==> src/common/arfr_pkg.sv <==
// Purpose: Shared constants for the converter result formatting block.
// Assumes: APB with 32-bit data, one register per aligned word.
// Notes: Register offsets are byte addresses.
package arfr_pkg;
	localparam int          RES_W          = 10;
	localparam int          BYTE_W         = 8;
	localparam int          ADDR_W         = 12;
	localparam int          CONV_CYC       = 16;
	// Register byte offsets.
	localparam logic [11:0] OFS_CTRL0      = 12'h000;
	localparam logic [11:0] OFS_CTRL1      = 12'h004;
	localparam logic [11:0] OFS_CTRL2      = 12'h008;
	localparam logic [11:0] OFS_RES_HIGH   = 12'h00c;
	localparam logic [11:0] OFS_RES_LOW    = 12'h010;
	localparam logic [11:0] OFS_IRQ_STAT   = 12'h014;
	localparam logic [11:0] OFS_IRQ_MASK   = 12'h018;
	localparam logic [11:0] OFS_ACQ_CNT    = 12'h01c;
	// Control register 0 fields.
	localparam int          BIT_ON         = 0;
	localparam int          BIT_GO         = 1;
	localparam int          CHS_LSB        = 2;
	localparam int          CHS_W          = 5;
	// Control register 1 fields; writable-bit masks of control registers 0 to 2.
	localparam int          BIT_JUSTIFY    = 7;
	localparam logic [7:0]  CTRL0_MASK     = 8'h7f;
	localparam logic [7:0]  CTRL1_MASK     = 8'hf3;
	localparam logic [7:0]  CTRL2_MASK     = 8'hf0;
	// Interrupt status bits; acquisition counter reset value.
	localparam int          IRQ_W          = 2;
	localparam int          IRQ_DONE       = 0;
	localparam int          IRQ_EARLY      = 1;
	localparam logic [15:0] ACQ_CNT_RESET  = 16'h0000;
	// Converter sequencer states, one-hot.
	typedef enum logic [1:0] {
		ARFR_IDLE = 2'b01,
		ARFR_CONV = 2'b10
	} arfr_state_t;
endpackage : arfr_pkg

==> src/common/arfr_res_if.sv <==
// Purpose: Carries a finished result from the sequencer to the result store.
// Assumes: Single clock domain.
// Notes: Load is a one-cycle pulse.
`timescale 1ns/1ps
`default_nettype none
interface arfr_res_if;
	logic                        load;
	logic [arfr_pkg::RES_W-1:0]  value;
	logic                        justify;
	logic                        sw_wr_high;
	logic                        sw_wr_low;
	logic [arfr_pkg::BYTE_W-1:0] sw_data;
	logic [arfr_pkg::BYTE_W-1:0] high_byte;
	logic [arfr_pkg::BYTE_W-1:0] low_byte;
	modport ctrl  (output load, value, justify, sw_wr_high, sw_wr_low, sw_data,
		input high_byte, low_byte);
	modport store (input load, value, justify, sw_wr_high, sw_wr_low, sw_data,
		output high_byte, low_byte);
endinterface : arfr_res_if
`default_nettype wire

==> src/hdl/arfr_result_store.sv <==
// Purpose: Holds the two result bytes and formats each loaded result.
// Assumes: Result bytes have no reset; their power-on content is undefined.
// Notes: A load updates both bytes on the same edge; a software write moves one byte.
`timescale 1ns/1ps
`default_nettype none
module arfr_result_store (
	input  wire logic  pclk,
	input  wire logic  ce,
	arfr_res_if.store  res
);
	logic [arfr_pkg::BYTE_W-1:0] high_reg;
	logic [arfr_pkg::BYTE_W-1:0] low_reg;
	logic [arfr_pkg::BYTE_W-1:0] high_fmt;
	logic [arfr_pkg::BYTE_W-1:0] low_fmt;

	// Format the result; right justify pads high byte, left pads low byte.
	assign high_fmt = res.justify ? {6'h00, res.value[9:8]}
		: res.value[9:2];
	assign low_fmt  = res.justify ? res.value[7:0]
		: {res.value[1:0], 6'h00};

	// No reset on purpose: contents survive every reset except power-on.
	always_ff @(posedge pclk) begin
		if (ce) begin
			if (res.load) begin
				high_reg <= high_fmt;
				low_reg  <= low_fmt;
			end else begin
				if (res.sw_wr_high) high_reg <= res.sw_data;
				if (res.sw_wr_low)  low_reg  <= res.sw_data;
			end
		end
	end

	assign res.high_byte = high_reg;
	assign res.low_byte  = low_reg;
endmodule : arfr_result_store
`default_nettype wire

==> src/hdl/arfr_top.sv <==
// Purpose: Result formatting and register side of a 10-bit converter.
// Assumes: APB slave, 100 MHz pclk, conversion result arrives from the analog core.
`timescale 1ns/1ps
`default_nettype none
module arfr_top #(
	parameter int CONV_CYCLES = arfr_pkg::CONV_CYC
) (
	input  wire logic                              pclk,
	input  wire logic                              presetn,
	input  wire logic                              ce,
	input  wire logic                              psel,
	input  wire logic                              penable,
	input  wire logic                              pwrite,
	input  wire logic [arfr_pkg::ADDR_W-1:0]       paddr,
	input  wire logic [31:0]                       pwdata,
	output logic      [31:0]                       prdata,
	output logic                                   pready,
	output logic                                   pslverr,
	input  wire logic [arfr_pkg::RES_W-1:0]        conversion_result,
	input  wire logic                              auto_trigger,
	output logic                                   converter_on,
	output logic      [arfr_pkg::CHS_W-1:0]        input_channel_sel,
	output logic                                   irq
);
	arfr_res_if res ();

	logic [7:0]                 ctrl0_reg;
	logic [7:0]                 ctrl1_reg;
	logic [7:0]                 ctrl2_reg;
	logic [7:0]                 ctrl0_wr;
	logic [arfr_pkg::IRQ_W-1:0] stat_reg;
	logic [arfr_pkg::IRQ_W-1:0] mask_reg;
	logic [15:0]                acq_reg;
	logic [15:0]                acq_next;
	logic [15:0]                cnt_reg;
	logic [15:0]                cnt_next;
	logic [arfr_pkg::RES_W-1:0] res_reg;
	logic                       load_reg;
	logic                       trig_s1_reg;
	logic                       trig_s2_reg;
	logic                       trig_s3_reg;
	logic [arfr_pkg::RES_W-1:0] cres_s1_reg;
	logic [arfr_pkg::RES_W-1:0] cres_s2_reg;
	logic [31:0]                rdata_next;
	arfr_pkg::arfr_state_t      state_reg;
	arfr_pkg::arfr_state_t      state_next;

	// APB decode; the slave answers in the access cycle with no wait.
	wire        acc      = psel & penable;
	wire        wr       = acc & pwrite;
	wire        hit_c0   = paddr == arfr_pkg::OFS_CTRL0;
	wire        hit_c1   = paddr == arfr_pkg::OFS_CTRL1;
	wire        hit_c2   = paddr == arfr_pkg::OFS_CTRL2;
	wire        hit_hi   = paddr == arfr_pkg::OFS_RES_HIGH;
	wire        hit_lo   = paddr == arfr_pkg::OFS_RES_LOW;
	wire        hit_st   = paddr == arfr_pkg::OFS_IRQ_STAT;
	wire        hit_mk   = paddr == arfr_pkg::OFS_IRQ_MASK;
	wire        hit_aq   = paddr == arfr_pkg::OFS_ACQ_CNT;
	wire        mapped   = hit_c0 | hit_c1 | hit_c2 | hit_hi | hit_lo | hit_st | hit_mk | hit_aq;
	wire [7:0]  wbyte    = pwdata[7:0];
	wire        wr_c0    = wr & hit_c0;
	wire        trig_rise = trig_s2_reg & ~trig_s3_reg;
	wire        sw_go    = wr_c0 & wbyte[arfr_pkg::BIT_GO] & ~ctrl0_reg[arfr_pkg::BIT_GO];
	wire        hw_go    = trig_rise & (ctrl2_reg[7:4] != 4'h0);
	wire        chs_chg  = wr_c0 &
		(wbyte[arfr_pkg::CHS_LSB +: arfr_pkg::CHS_W] != ctrl0_reg[arfr_pkg::CHS_LSB +: arfr_pkg::CHS_W]);
	wire        idle     = state_reg == arfr_pkg::ARFR_IDLE;
	// Starts are taken only while idle, so a trigger edge mid-conversion is ignored.
	wire        go_start = (sw_go | hw_go) & ctrl0_reg[arfr_pkg::BIT_ON] & idle;
	wire        conv_end = (state_reg == arfr_pkg::ARFR_CONV) && (cnt_reg == 16'(CONV_CYCLES - 1));
	wire        go_drop  = (state_reg == arfr_pkg::ARFR_CONV) && (state_next == arfr_pkg::ARFR_IDLE);
	// A start with too little acquisition time is flagged, not blocked; a start
	// written together with a new channel has had no acquisition time at all.
	wire        early    = go_start & (chs_chg | (acq_reg < 16'(CONV_CYCLES)));
	wire [arfr_pkg::IRQ_W-1:0] ev = {early, conv_end};
	wire [arfr_pkg::IRQ_W-1:0] clr = (wr & hit_st) ? wbyte[arfr_pkg::IRQ_W-1:0] : '0;

	assign res.load       = load_reg;
	assign res.value      = res_reg;
	assign res.justify    = ctrl1_reg[arfr_pkg::BIT_JUSTIFY];
	assign res.sw_wr_high = ce & wr & hit_hi;
	assign res.sw_wr_low  = ce & wr & hit_lo;
	assign res.sw_data    = wbyte;

	arfr_result_store u_store (
		.pclk (pclk),
		.ce   (ce),
		.res  (res)
	);

	// Sequencer: idle until go, then count conversion cycles.
	always_comb begin
		state_next = state_reg;
		cnt_next   = cnt_reg;
		unique case (state_reg)
			arfr_pkg::ARFR_IDLE: begin
				cnt_next = '0;
				if (go_start) state_next = arfr_pkg::ARFR_CONV;
			end
			arfr_pkg::ARFR_CONV: begin
				cnt_next = cnt_reg + 16'h0001;
				if (conv_end || !ctrl0_reg[arfr_pkg::BIT_ON]) state_next = arfr_pkg::ARFR_IDLE;
			end
			default: state_next = arfr_pkg::ARFR_IDLE;
		endcase
	end

	// Acquisition counter restarts on channel change, saturates at the top.
	assign acq_next = chs_chg ? 16'h0000 : (&acq_reg ? acq_reg : acq_reg + 16'h0001);

	// Software writes every control 0 field except go, which only the sequencer
	// moves; otherwise a go written while the converter is off would stick high.
	always_comb begin
		ctrl0_wr                   = wbyte & arfr_pkg::CTRL0_MASK;
		ctrl0_wr[arfr_pkg::BIT_GO] = ctrl0_reg[arfr_pkg::BIT_GO];
	end

	// Read mux; unmapped addresses read zero with an error.
	always_comb begin
		rdata_next = '0;
		if (hit_c0) rdata_next[7:0] = ctrl0_reg;
		if (hit_c1) rdata_next[7:0] = ctrl1_reg;
		if (hit_c2) rdata_next[7:0] = ctrl2_reg;
		if (hit_hi) rdata_next[7:0] = res.high_byte;
		if (hit_lo) rdata_next[7:0] = res.low_byte;
		if (hit_st) rdata_next[arfr_pkg::IRQ_W-1:0] = stat_reg;
		if (hit_mk) rdata_next[arfr_pkg::IRQ_W-1:0] = mask_reg;
		if (hit_aq) rdata_next[15:0] = acq_reg;
	end

	// Trigger pin passes two flops before use; the third only delays for the edge.
	// Its reset value matches the idle pin level, so no false edge follows reset.
	always_ff @(posedge pclk or negedge presetn) begin
		if (!presetn) begin
			trig_s1_reg <= 1'b0;
			trig_s2_reg <= 1'b0;
			trig_s3_reg <= 1'b0;
		end else if (ce) begin
			trig_s1_reg <= auto_trigger;
			trig_s2_reg <= trig_s1_reg;
			trig_s3_reg <= trig_s2_reg;
		end
	end

	// The result word passes two flops too; the core holds it steady while a
	// conversion runs, so the word has settled long before it is captured.
	always_ff @(posedge pclk or negedge presetn) begin
		if (!presetn) begin
			cres_s1_reg <= '0;
			cres_s2_reg <= '0;
		end else if (ce) begin
			cres_s1_reg <= conversion_result;
			cres_s2_reg <= cres_s1_reg;
		end
	end

	// Control register 0; go rises with a start and falls as the sequencer leaves.
	always_ff @(posedge pclk or negedge presetn) begin
		if (!presetn) begin
			ctrl0_reg <= 8'h00;
		end else if (ce) begin
			if (wr_c0) ctrl0_reg <= ctrl0_wr;
			if (go_start) ctrl0_reg[arfr_pkg::BIT_GO] <= 1'b1;
			if (go_drop) ctrl0_reg[arfr_pkg::BIT_GO] <= 1'b0;
		end
	end

	// Control registers 1 and 2 and the interrupt mask; unused bits stay zero.
	always_ff @(posedge pclk or negedge presetn) begin
		if (!presetn) begin
			ctrl1_reg <= 8'h00;
			ctrl2_reg <= 8'h00;
			mask_reg  <= '0;
		end else if (ce) begin
			if (wr & hit_c1) ctrl1_reg <= wbyte & arfr_pkg::CTRL1_MASK;
			if (wr & hit_c2) ctrl2_reg <= wbyte & arfr_pkg::CTRL2_MASK;
			if (wr & hit_mk) mask_reg <= wbyte[arfr_pkg::IRQ_W-1:0];
		end
	end

	// Sequencer state and its cycle counter.
	always_ff @(posedge pclk or negedge presetn) begin
		if (!presetn) begin
			state_reg <= arfr_pkg::ARFR_IDLE;
			cnt_reg   <= '0;
		end else if (ce) begin
			state_reg <= state_next;
			cnt_reg   <= cnt_next;
		end
	end

	// Acquisition counter, counting since the last channel change.
	always_ff @(posedge pclk or negedge presetn) begin
		if (!presetn) begin
			acq_reg <= arfr_pkg::ACQ_CNT_RESET;
		end else if (ce) begin
			acq_reg <= acq_next;
		end
	end

	// Result capture; the load pulse trails the end by one edge so both bytes
	// move together, and software polling go sees them one cycle later.
	always_ff @(posedge pclk or negedge presetn) begin
		if (!presetn) begin
			load_reg <= 1'b0;
			res_reg  <= '0;
		end else if (ce) begin
			load_reg <= conv_end;
			if (conv_end) res_reg <= cres_s2_reg;
		end
	end

	// Sticky status; a new event beats a clear in the same cycle, so no event is lost.
	always_ff @(posedge pclk or negedge presetn) begin
		if (!presetn) begin
			stat_reg <= '0;
		end else if (ce) begin
			stat_reg <= (stat_reg & ~clr) | ev;
		end
	end

	// Bus answer, registered; the access cycle always completes without wait.
	always_ff @(posedge pclk or negedge presetn) begin
		if (!presetn) begin
			prdata  <= '0;
			pready  <= 1'b0;
			pslverr <= 1'b0;
		end else if (ce) begin
			pready  <= psel & ~penable;
			pslverr <= psel & ~penable & ~mapped;
			prdata  <= rdata_next;
		end
	end

	// Pin outputs, registered; the interrupt lags its status by one cycle.
	always_ff @(posedge pclk or negedge presetn) begin
		if (!presetn) begin
			converter_on      <= 1'b0;
			input_channel_sel <= '0;
			irq               <= 1'b0;
		end else if (ce) begin
			converter_on      <= ctrl0_reg[arfr_pkg::BIT_ON];
			input_channel_sel <= ctrl0_reg[arfr_pkg::CHS_LSB +: arfr_pkg::CHS_W];
			irq               <= |(stat_reg & mask_reg);
		end
	end
endmodule : arfr_top
`default_nettype wire

==> config.mk <==
export PLATFORM = sky130hd
export DESIGN_NAME = arfr_top
export DESIGN_NICKNAME = d
export VERILOG_FILES = /design/src/common/arfr_pkg.sv /design/src/common/arfr_res_if.sv /design/src/hdl/arfr_result_store.sv /design/src/hdl/arfr_top.sv
export SDC_FILE = /design/constraint.sdc
export NUM_CORES = 1
export LEC_CHECK = 0
export ABC_CLOCK_PERIOD_IN_PS = 3300
export BUFFER_PORTS_ARGS = -buffer_cell sky130_fd_sc_hd__buf_2
export CORE_AREA = 2 2 115 117
export CTS_CLUSTER_DIAMETER = 50
export DETAILED_ROUTE_END_ITERATION = 10
export DIE_AREA = 0 0 117 119
export PLACE_DENSITY_LB_ADDON = 0.05
export SYNTH_ARGS = -nofsm -noshare
export SYNTH_HDL_FRONTEND = slang
export SYNTH_SLANG_ARGS = --single-unit
==> constraint.sdc <==
create_clock -name pclk -period 3.3 [get_ports pclk]
set_clock_uncertainty 0.1 [all_clocks]
set_input_delay 0 -clock pclk [delete_from_list [all_inputs] [get_ports pclk]]
set_output_delay 0 -clock pclk [all_outputs]
set_load 0.03 [all_outputs]
==> results of run 1 <==
==> per-layer routing <==
| layer | global-route usage [%] | wire (µm) |
|---|---|---|
| met1 | 29.8 | 6300 |
| met2 | 35.2 | 7020 |
| met3 | 4.99 | 582 |
| met4 | 7.50 | 249 |
| met5 | 0 | 0 |
==> tightest hold or removal path: stages <==
cell and delay [ps]:
buf_2 200, o211ai_1 270, a31oi_1 100
==> placed cells by master, fill, tap and decap left out, types with 8 or more instances in the layout <==
| cell type | netlist | final |
|---|---|---|
| dfrtp_1 | 113 | 113 |
| buf_2 | 2 | 60 |
| xor2_1 | 12 | 12 |
| dlygate4sd3_1 | 0 | 26 |
| inv_1 | 21 | 21 |
| nand2_1 | 39 | 39 |
| edfxtp_1 | 16 | 16 |
| o21ai_0 | 24 | 24 |
| nor2_1 | 42 | 42 |
| a21o_1 | 8 | 8 |
| conb_1 | 1 | 16 |
| clkbuf_16 | 0 | 18 |
| a21oi_1 | 13 | 13 |
| nor2b_1 | 9 | 9 |
| xnor2_1 | 14 | 14 |
| buf_4 | 16 | 9 |
| mux2_2 | 58 | 58 |
| nand4_1 | 14 | 14 |
| nand3_1 | 30 | 30 |
| mux2i_1 | 11 | 11 |
==> metrics by stage <==
step | area (µm²) | instances | setup WS (ps)
floorplan | 6390 | 579 | 898
detailed placement | 6740 | 780 | 707
global placement | 6740 | 780 | 744
global route | 7580 | 838 | 693
CTS | 7580 | 838 | 838
finish | 7580 | 838 | 841
==> worst paths after layout <==
path	to	cells after the start	slack, ps
max in group asynchronous	acq_reg[12]	3	1980
min in group asynchronous	cnt_reg[8]	2	190
max	cnt_reg[15]	7	840
max reg2reg	cnt_reg[15]	7	840
min	prdata[0]	3	90
min reg2reg	cnt_reg[1]	2	400
==> logic make-up (layout without fill, tap and decap cells) <==
family	count (synthesis)	after routing	share of synthesized area (%)
fa+ha+maj	4	4	0.790
other cells	1	16	0.0592
xor+xnor	26	26	3.60
mux	72	72	13.1
simple gates	184	184	15.9
flops	130	130	52.7
compound gates	82	82	8.93
buf+inv	65	148	4.98
==> report_power, final <==
group / switching, mW / total, mW / internal [mW]
Combinational: 0.223 / 0.384 / 0.161
Clock: 0.692 / 1.82 / 1.12
Sequential: 0.0972 / 1.80 / 1.71
Total: 1.01 / 4.00 / 2.99
==> repair_timing <==
| action | in CTS | in global routing |
|---|---|---|
| endpoints found under the hold margin | 119 | 0 |
| hold buffers | 26 | 0 |
| resized for setup | 0 | 0 |
| setup buffers | 0 | 0 |
==> cell type report <==
cell class / count / area, µm² / area share (%)
inverters: 21 / 78.8 / 1.04
multi-input cells: 384 / 2740 / 36.1
clock buffers: 22 / 485 / 6.40
flip-flops and latches: 130 / 3330 / 44.0
well taps: 176 / 220 / 2.90
clock inverters: 10 / 98.8 / 1.30
repair buffers: 95 / 628 / 8.28
==> summary.md, run 1 <==
| Metric | Value |
|---|---|
| Status | finished, final reports clean |
| Startpoint types | flip-flop |
| First-pass GRT wire length | around 23000 µm |
| Root Buffer | clkbuf_16 |
| Critical path capture point type | flip-flop |
| Die W | about 120 µm |
| Tot Pwr | 4.00 mW |
| WP data required | 3460 ps |
| Setup violators final | 0 |
| Clk slew on worst S/H paths | roughly 60 ps |
| WHS | between 90 and 100 ps |
| Critical path data arrival time | 2620 ps |
| Gr usage total | 22.1% |
| Dpl hpwl | ~9900 µm |
| Fmax | ~400 MHz |
| Final nets | a little over 700 |
| Buf/Inv on CP | 1 |
| Pleak | 3.43 nW |
| Initial core utilization | 49.2% |
| Maxcap violations | 0 |
| Post-synth EDFFs | 16 |
| Pre-antenna DRT Iters | 4 |
| Iter 0 DRT Violations | between 200 and 300 |
| Sequential cell area fraction in the yosys report | around 53% |
| IO Count | about 100 |
| CTS tree | done |
| Crit path max fanout | 6 |
| Worst path max stage delay | about 570 ps |
| Slew Limit Fails | 0 |
| Synth area leader | dfrtp_1 |
| Vias per std cell | 5.44 |
| Synth top area cells | dfrtp_1, mux2_2, edfxtp_1, nor2_1, nand3_1 |
| Antenna viol nets, final | 0 |
| Setup CP Type | reg -> reg |
| Unique masters post-synth | 63 |
| Number of global-route vias before repair | approximately 4500 |
| Critical path launch point | state_reg[0] |
| FFs w/ async S/R, synth | 87.7% |
| Initial antenna violation count | 0 |
| Maximum vdd ir drop | approximately 0.34 mV |
| Share of layout cells above drive strength 1 | 26.0% |
| # DRC | 0 |
| Setup TNS | 0 ps |
| Cells along the critical path | inv_1, ha_1, nor2b_1, nand3_1, nor4_1, xnor2_1, nor2_1 |
| Count leader, synth | dfrtp_1 |
| Yosys top cell area share | between 40% and 50% |
| Die Y | roughly 120 µm |
| Sink Count | 130 |
| # diodes | 0 |
| Clock latency on the worst-skew pair | 420 ps |
| Top cell family by delay on the critical path | simple AND/OR/NAND/NOR gates |
| Largest net degree at the start of global routing | 76 |
| RD Place Congestion | 0.846 |
| RSZ-0062 raised after global routing | no |
| Slowest stage cell, crit path | dfstp_2 |
| Hold crit path type | in -> reg |
| Shortest period the worst path allows | about 2500 ps |
| Routed wire length | between 10000 and 15000 µm |
| Cells after synthesis | 564 |
| Hold Startpoint | paddr[2] |
| Worst-Margin Slew | just under 1000 ps |
| Syn Area/Cell | ~11 µm² |
| Layout Area Growth over Synthesis | 19.8% |
| Mapped cell area | about 0.0063 mm² |
| Relative slew slack | between 30% and 40% |
| Per-cell routed wire length | between 15 and 20 µm |
| Core ar. | approximately 0.013 mm² |
| Overall overflow remaining after global route | 0 |
| Vias post-DR | ~4600 |
| Flop and latch count out of synthesis | between 100 and 150 |
| Clock Tree Buf Depth | 2 |
| R2r startpoint | state_reg[0] |
| Die area | approximately 0.014 mm² |
| Main synth FF type | dfrtp_1 |
| H-tree depth | 4 |
| Filler cell count | 1099 |
| Layout Utilization | slightly below 60% |
| Ys Warns | 0 |
| Port Buf Inserts | 61 |
| Period utilisation layout | between 70% and 80% |
| Total CTS buffers | 17 |
| Number of hold violations in the final report | 0 |
| Most instantiated cells after synthesis | dfrtp_1, mux2_2, nor2_1 |
| Num rows | 42 |
| Power per cell area | approximately 530 mW/mm² |
(Power assumes the default switching activity.)
==> run 2: changes to the inputs <==
Settings changed: ABC_CLOCK_PERIOD_IN_PS 3300 to 2250.
Clock period 3.3 ns to 2.25 ns, I/O delays scaled along.
==> summary.md, run 2 (synthesis gave the netlist of run 1 again) <==
| Metric | Value |
|---|---|
| Status | complete, but fails checks |
| Failing checks | design-rule violations |
| Register area | 0.00333 mm² |
| Final Non-Filler Cells | 856 |
| Number of hold violations in the final report | 0 |
| Cells along the critical path | inv_1, ha_1, nor2b_1, nand3_2, nor4_4, xnor2_1, nor2_1 |
| Clock latency on the worst-skew pair | slightly above 400 ps |
| Setup CP Type | reg -> reg |
| Slowest stage cell, crit path | dfstp_2 |
| Shortest period the worst path allows | roughly 2100 ps |
| Overall overflow remaining after global route | 0 |
| Pleak | 3.57 nW |
| Layout Utilization | slightly above 60% |
| Final WS setup | approximately 140 ps |
| Dpl ws | 92.1 ps |
| # DRC | 2 |
| Period utilisation layout | 94.0% |
| H-tree depth | 4 |
| Vias post-DR | approximately 4600 |
| Buf/Inv on CP | 1 |
| Layout Area Growth over Synthesis | 23.0% |
| Filler cell count | 1112 |
| Antenna viol nets, final | 0 |
| First-pass GRT wire length | around 23000 µm |
| Share of layout cells above drive strength 1 | 28.2% |
| Critical path data arrival time | approximately 2300 ps |
| Number of global-route vias before repair | between 4000 and 5000 |
| Crit path max fanout | 6 |
| WHS | between 50 and 60 ps |
| Reg-to-reg slack, setup | approximately 140 ps |
| Initial core utilization | approximately half |
| Hold Startpoint | paddr[4] |
| Area of the multi-input gates | approximately 0.0028 mm² |
| Startpoint types | flip-flop |
| Maxcap violations | 0 |
| Gr usage total | 21.3% |
| Die Y | about 120 µm |
| Design area | between 0.007 and 0.008 mm² |
| Sink Count | 130 |
| Fmax | 473 MHz |
| # diodes | 0 |
| Hold crit path type | in -> reg |
| Iter 0 DRT Violations | about 260 |
| Setup TNS | 0 ps |
| Core ar. | roughly 0.013 mm² |
| Commonest non-fill, non-tap cells in the layout | dfrtp_1, buf_2, mux2_2 |
| GR met3 Demand/Resource | under 10% |
| Maximum vdd ir drop | between 0.5 and 0.6 mV |
| Met1 Usage GRT | about 29% |
| Die area | 0.0139 mm² |
| GRT busiest layer | met2 |
| Largest net degree at the start of global routing | between 50 and 60 |
| Die W | 117 µm |
| Hold path depth | 5 |
| Vias per std cell | around 5.4 |
| RD Place Congestion | ~0.84 |
| IO Count | just over 100 |
| R2r startpoint | state_reg[0] |
| Root Buffer | clkbuf_16 |
| FF-to-FF path depth | 7 |
| Critical path capture point type | flip-flop |
| Per-cell routed wire length | ~16 µm |
| Dpl hpwl | ~10000 µm |
| Tot Pwr | between 5 and 6 mW |
| Dpl cell area | between 0.006 and 0.007 mm² |
| Clk slew on worst S/H paths | about 60 ps |
| Port Buf Inserts | just over 60 |
| Final nets | 732 |
| Hold EP | stat_reg[0] |
| Setup bufs post-CTS | 0 |
| Total CTS buffers | 17 |
| Num rows | 42 |
| WP data required | 2450 ps |
| Clock Tree Buf Depth | 2 |
| RSZ-0062 raised after global routing | no |
| CTS tree | done |
| Most common cell after layout, fill and taps aside | dfrtp_1 |
| Pre-antenna DRT Iters | 9 |
| Routed wire length | about 14000 µm |
| Initial antenna violation count | 0 |
| Setup violators final | 0 |
| Top cell family by delay on the critical path | simple AND/OR/NAND/NOR gates |
| Worst path max stage delay | around 580 ps |
| Power per cell area | 761 mW/mm² |
| R2R Path End | cnt_reg[15] |
| Slew Limit Fails | 0 |
| DP Cell Count | around 800 |
| Critical path launch point | state_reg[0] |
| Met2 Use GR | 33.3% |
run 2: cell count changes in the layout (fill, tap and decap cells not counted), moves of 2 or more:
cell | before | now
nor4_1 | 7 | 5
buf_4 | 9 | 25
clkinvlp_4 | 3 | 0
clkinv_4 | 3 | 0
clkbuf_8 | 2 | 9
buf_12 | 0 | 2
run 2: power breakdown:
group	total, mW	switching, mW	internal (mW)	leakage, nW
sequential	2.64	0.134	2.50	1.66
clock	2.73	0.946	1.78	0.300
combinational	0.560	0.314	0.246	1.61
total	5.93	1.39	4.53	3.57
run 2: layer usage:
layer | up-vias | share of wire [%]
li1 | 2211 | -
met1 | 2254 | 46
met2 | 110 | 48
met3 | 23 | 3.7
met4 | 0 | 2.3
met5 | - | 0
run 2: worst max path at each step:
stage          cells past startpoint  slack, ps                        to
3_5_place_dp                       5         90              ctrl0_reg[5]
5_1_grt                            7          8               cnt_reg[15]
2_1_floorplan                      5         60  u_store.res.high_byte[0]
6_report                           7        140               cnt_reg[15]
4_1_cts                            7         30                   pslverr
3_3_place_gp                       5        110              ctrl0_reg[6]
run 2: worst reg2reg max path, delay by kind of cell (launching register included):
| kind | cells | cell delay, ps |
|---|---|---|
| buffers and inverters | 1 | 60 |
| AND/OR/NAND/NOR | 4 | 750 |
| XOR/XNOR | 1 | 150 |
| flip-flops | 1 | 580 |
| adder cells (fa/ha/maj) | 1 | 360 |
run 2: layout make-up:
type / instances / share of cell area, %
tap: 176 / 2.83
multi-input combinational: 384 / 35.5
timing repair buffer: 113 / 10.1
clock buffer: 29 / 7.20
inverter: 21 / 1.01
clock inverter: 3 / 0.514
sequential: 130 / 42.8
run 2: repair_timing:
action / CTS / global route
hold buffers: 26 / 0
endpoints found under the setup margin: 0 / 12
gates resized for setup: 0 / 7
endpoints found under the hold margin: 160 / 0
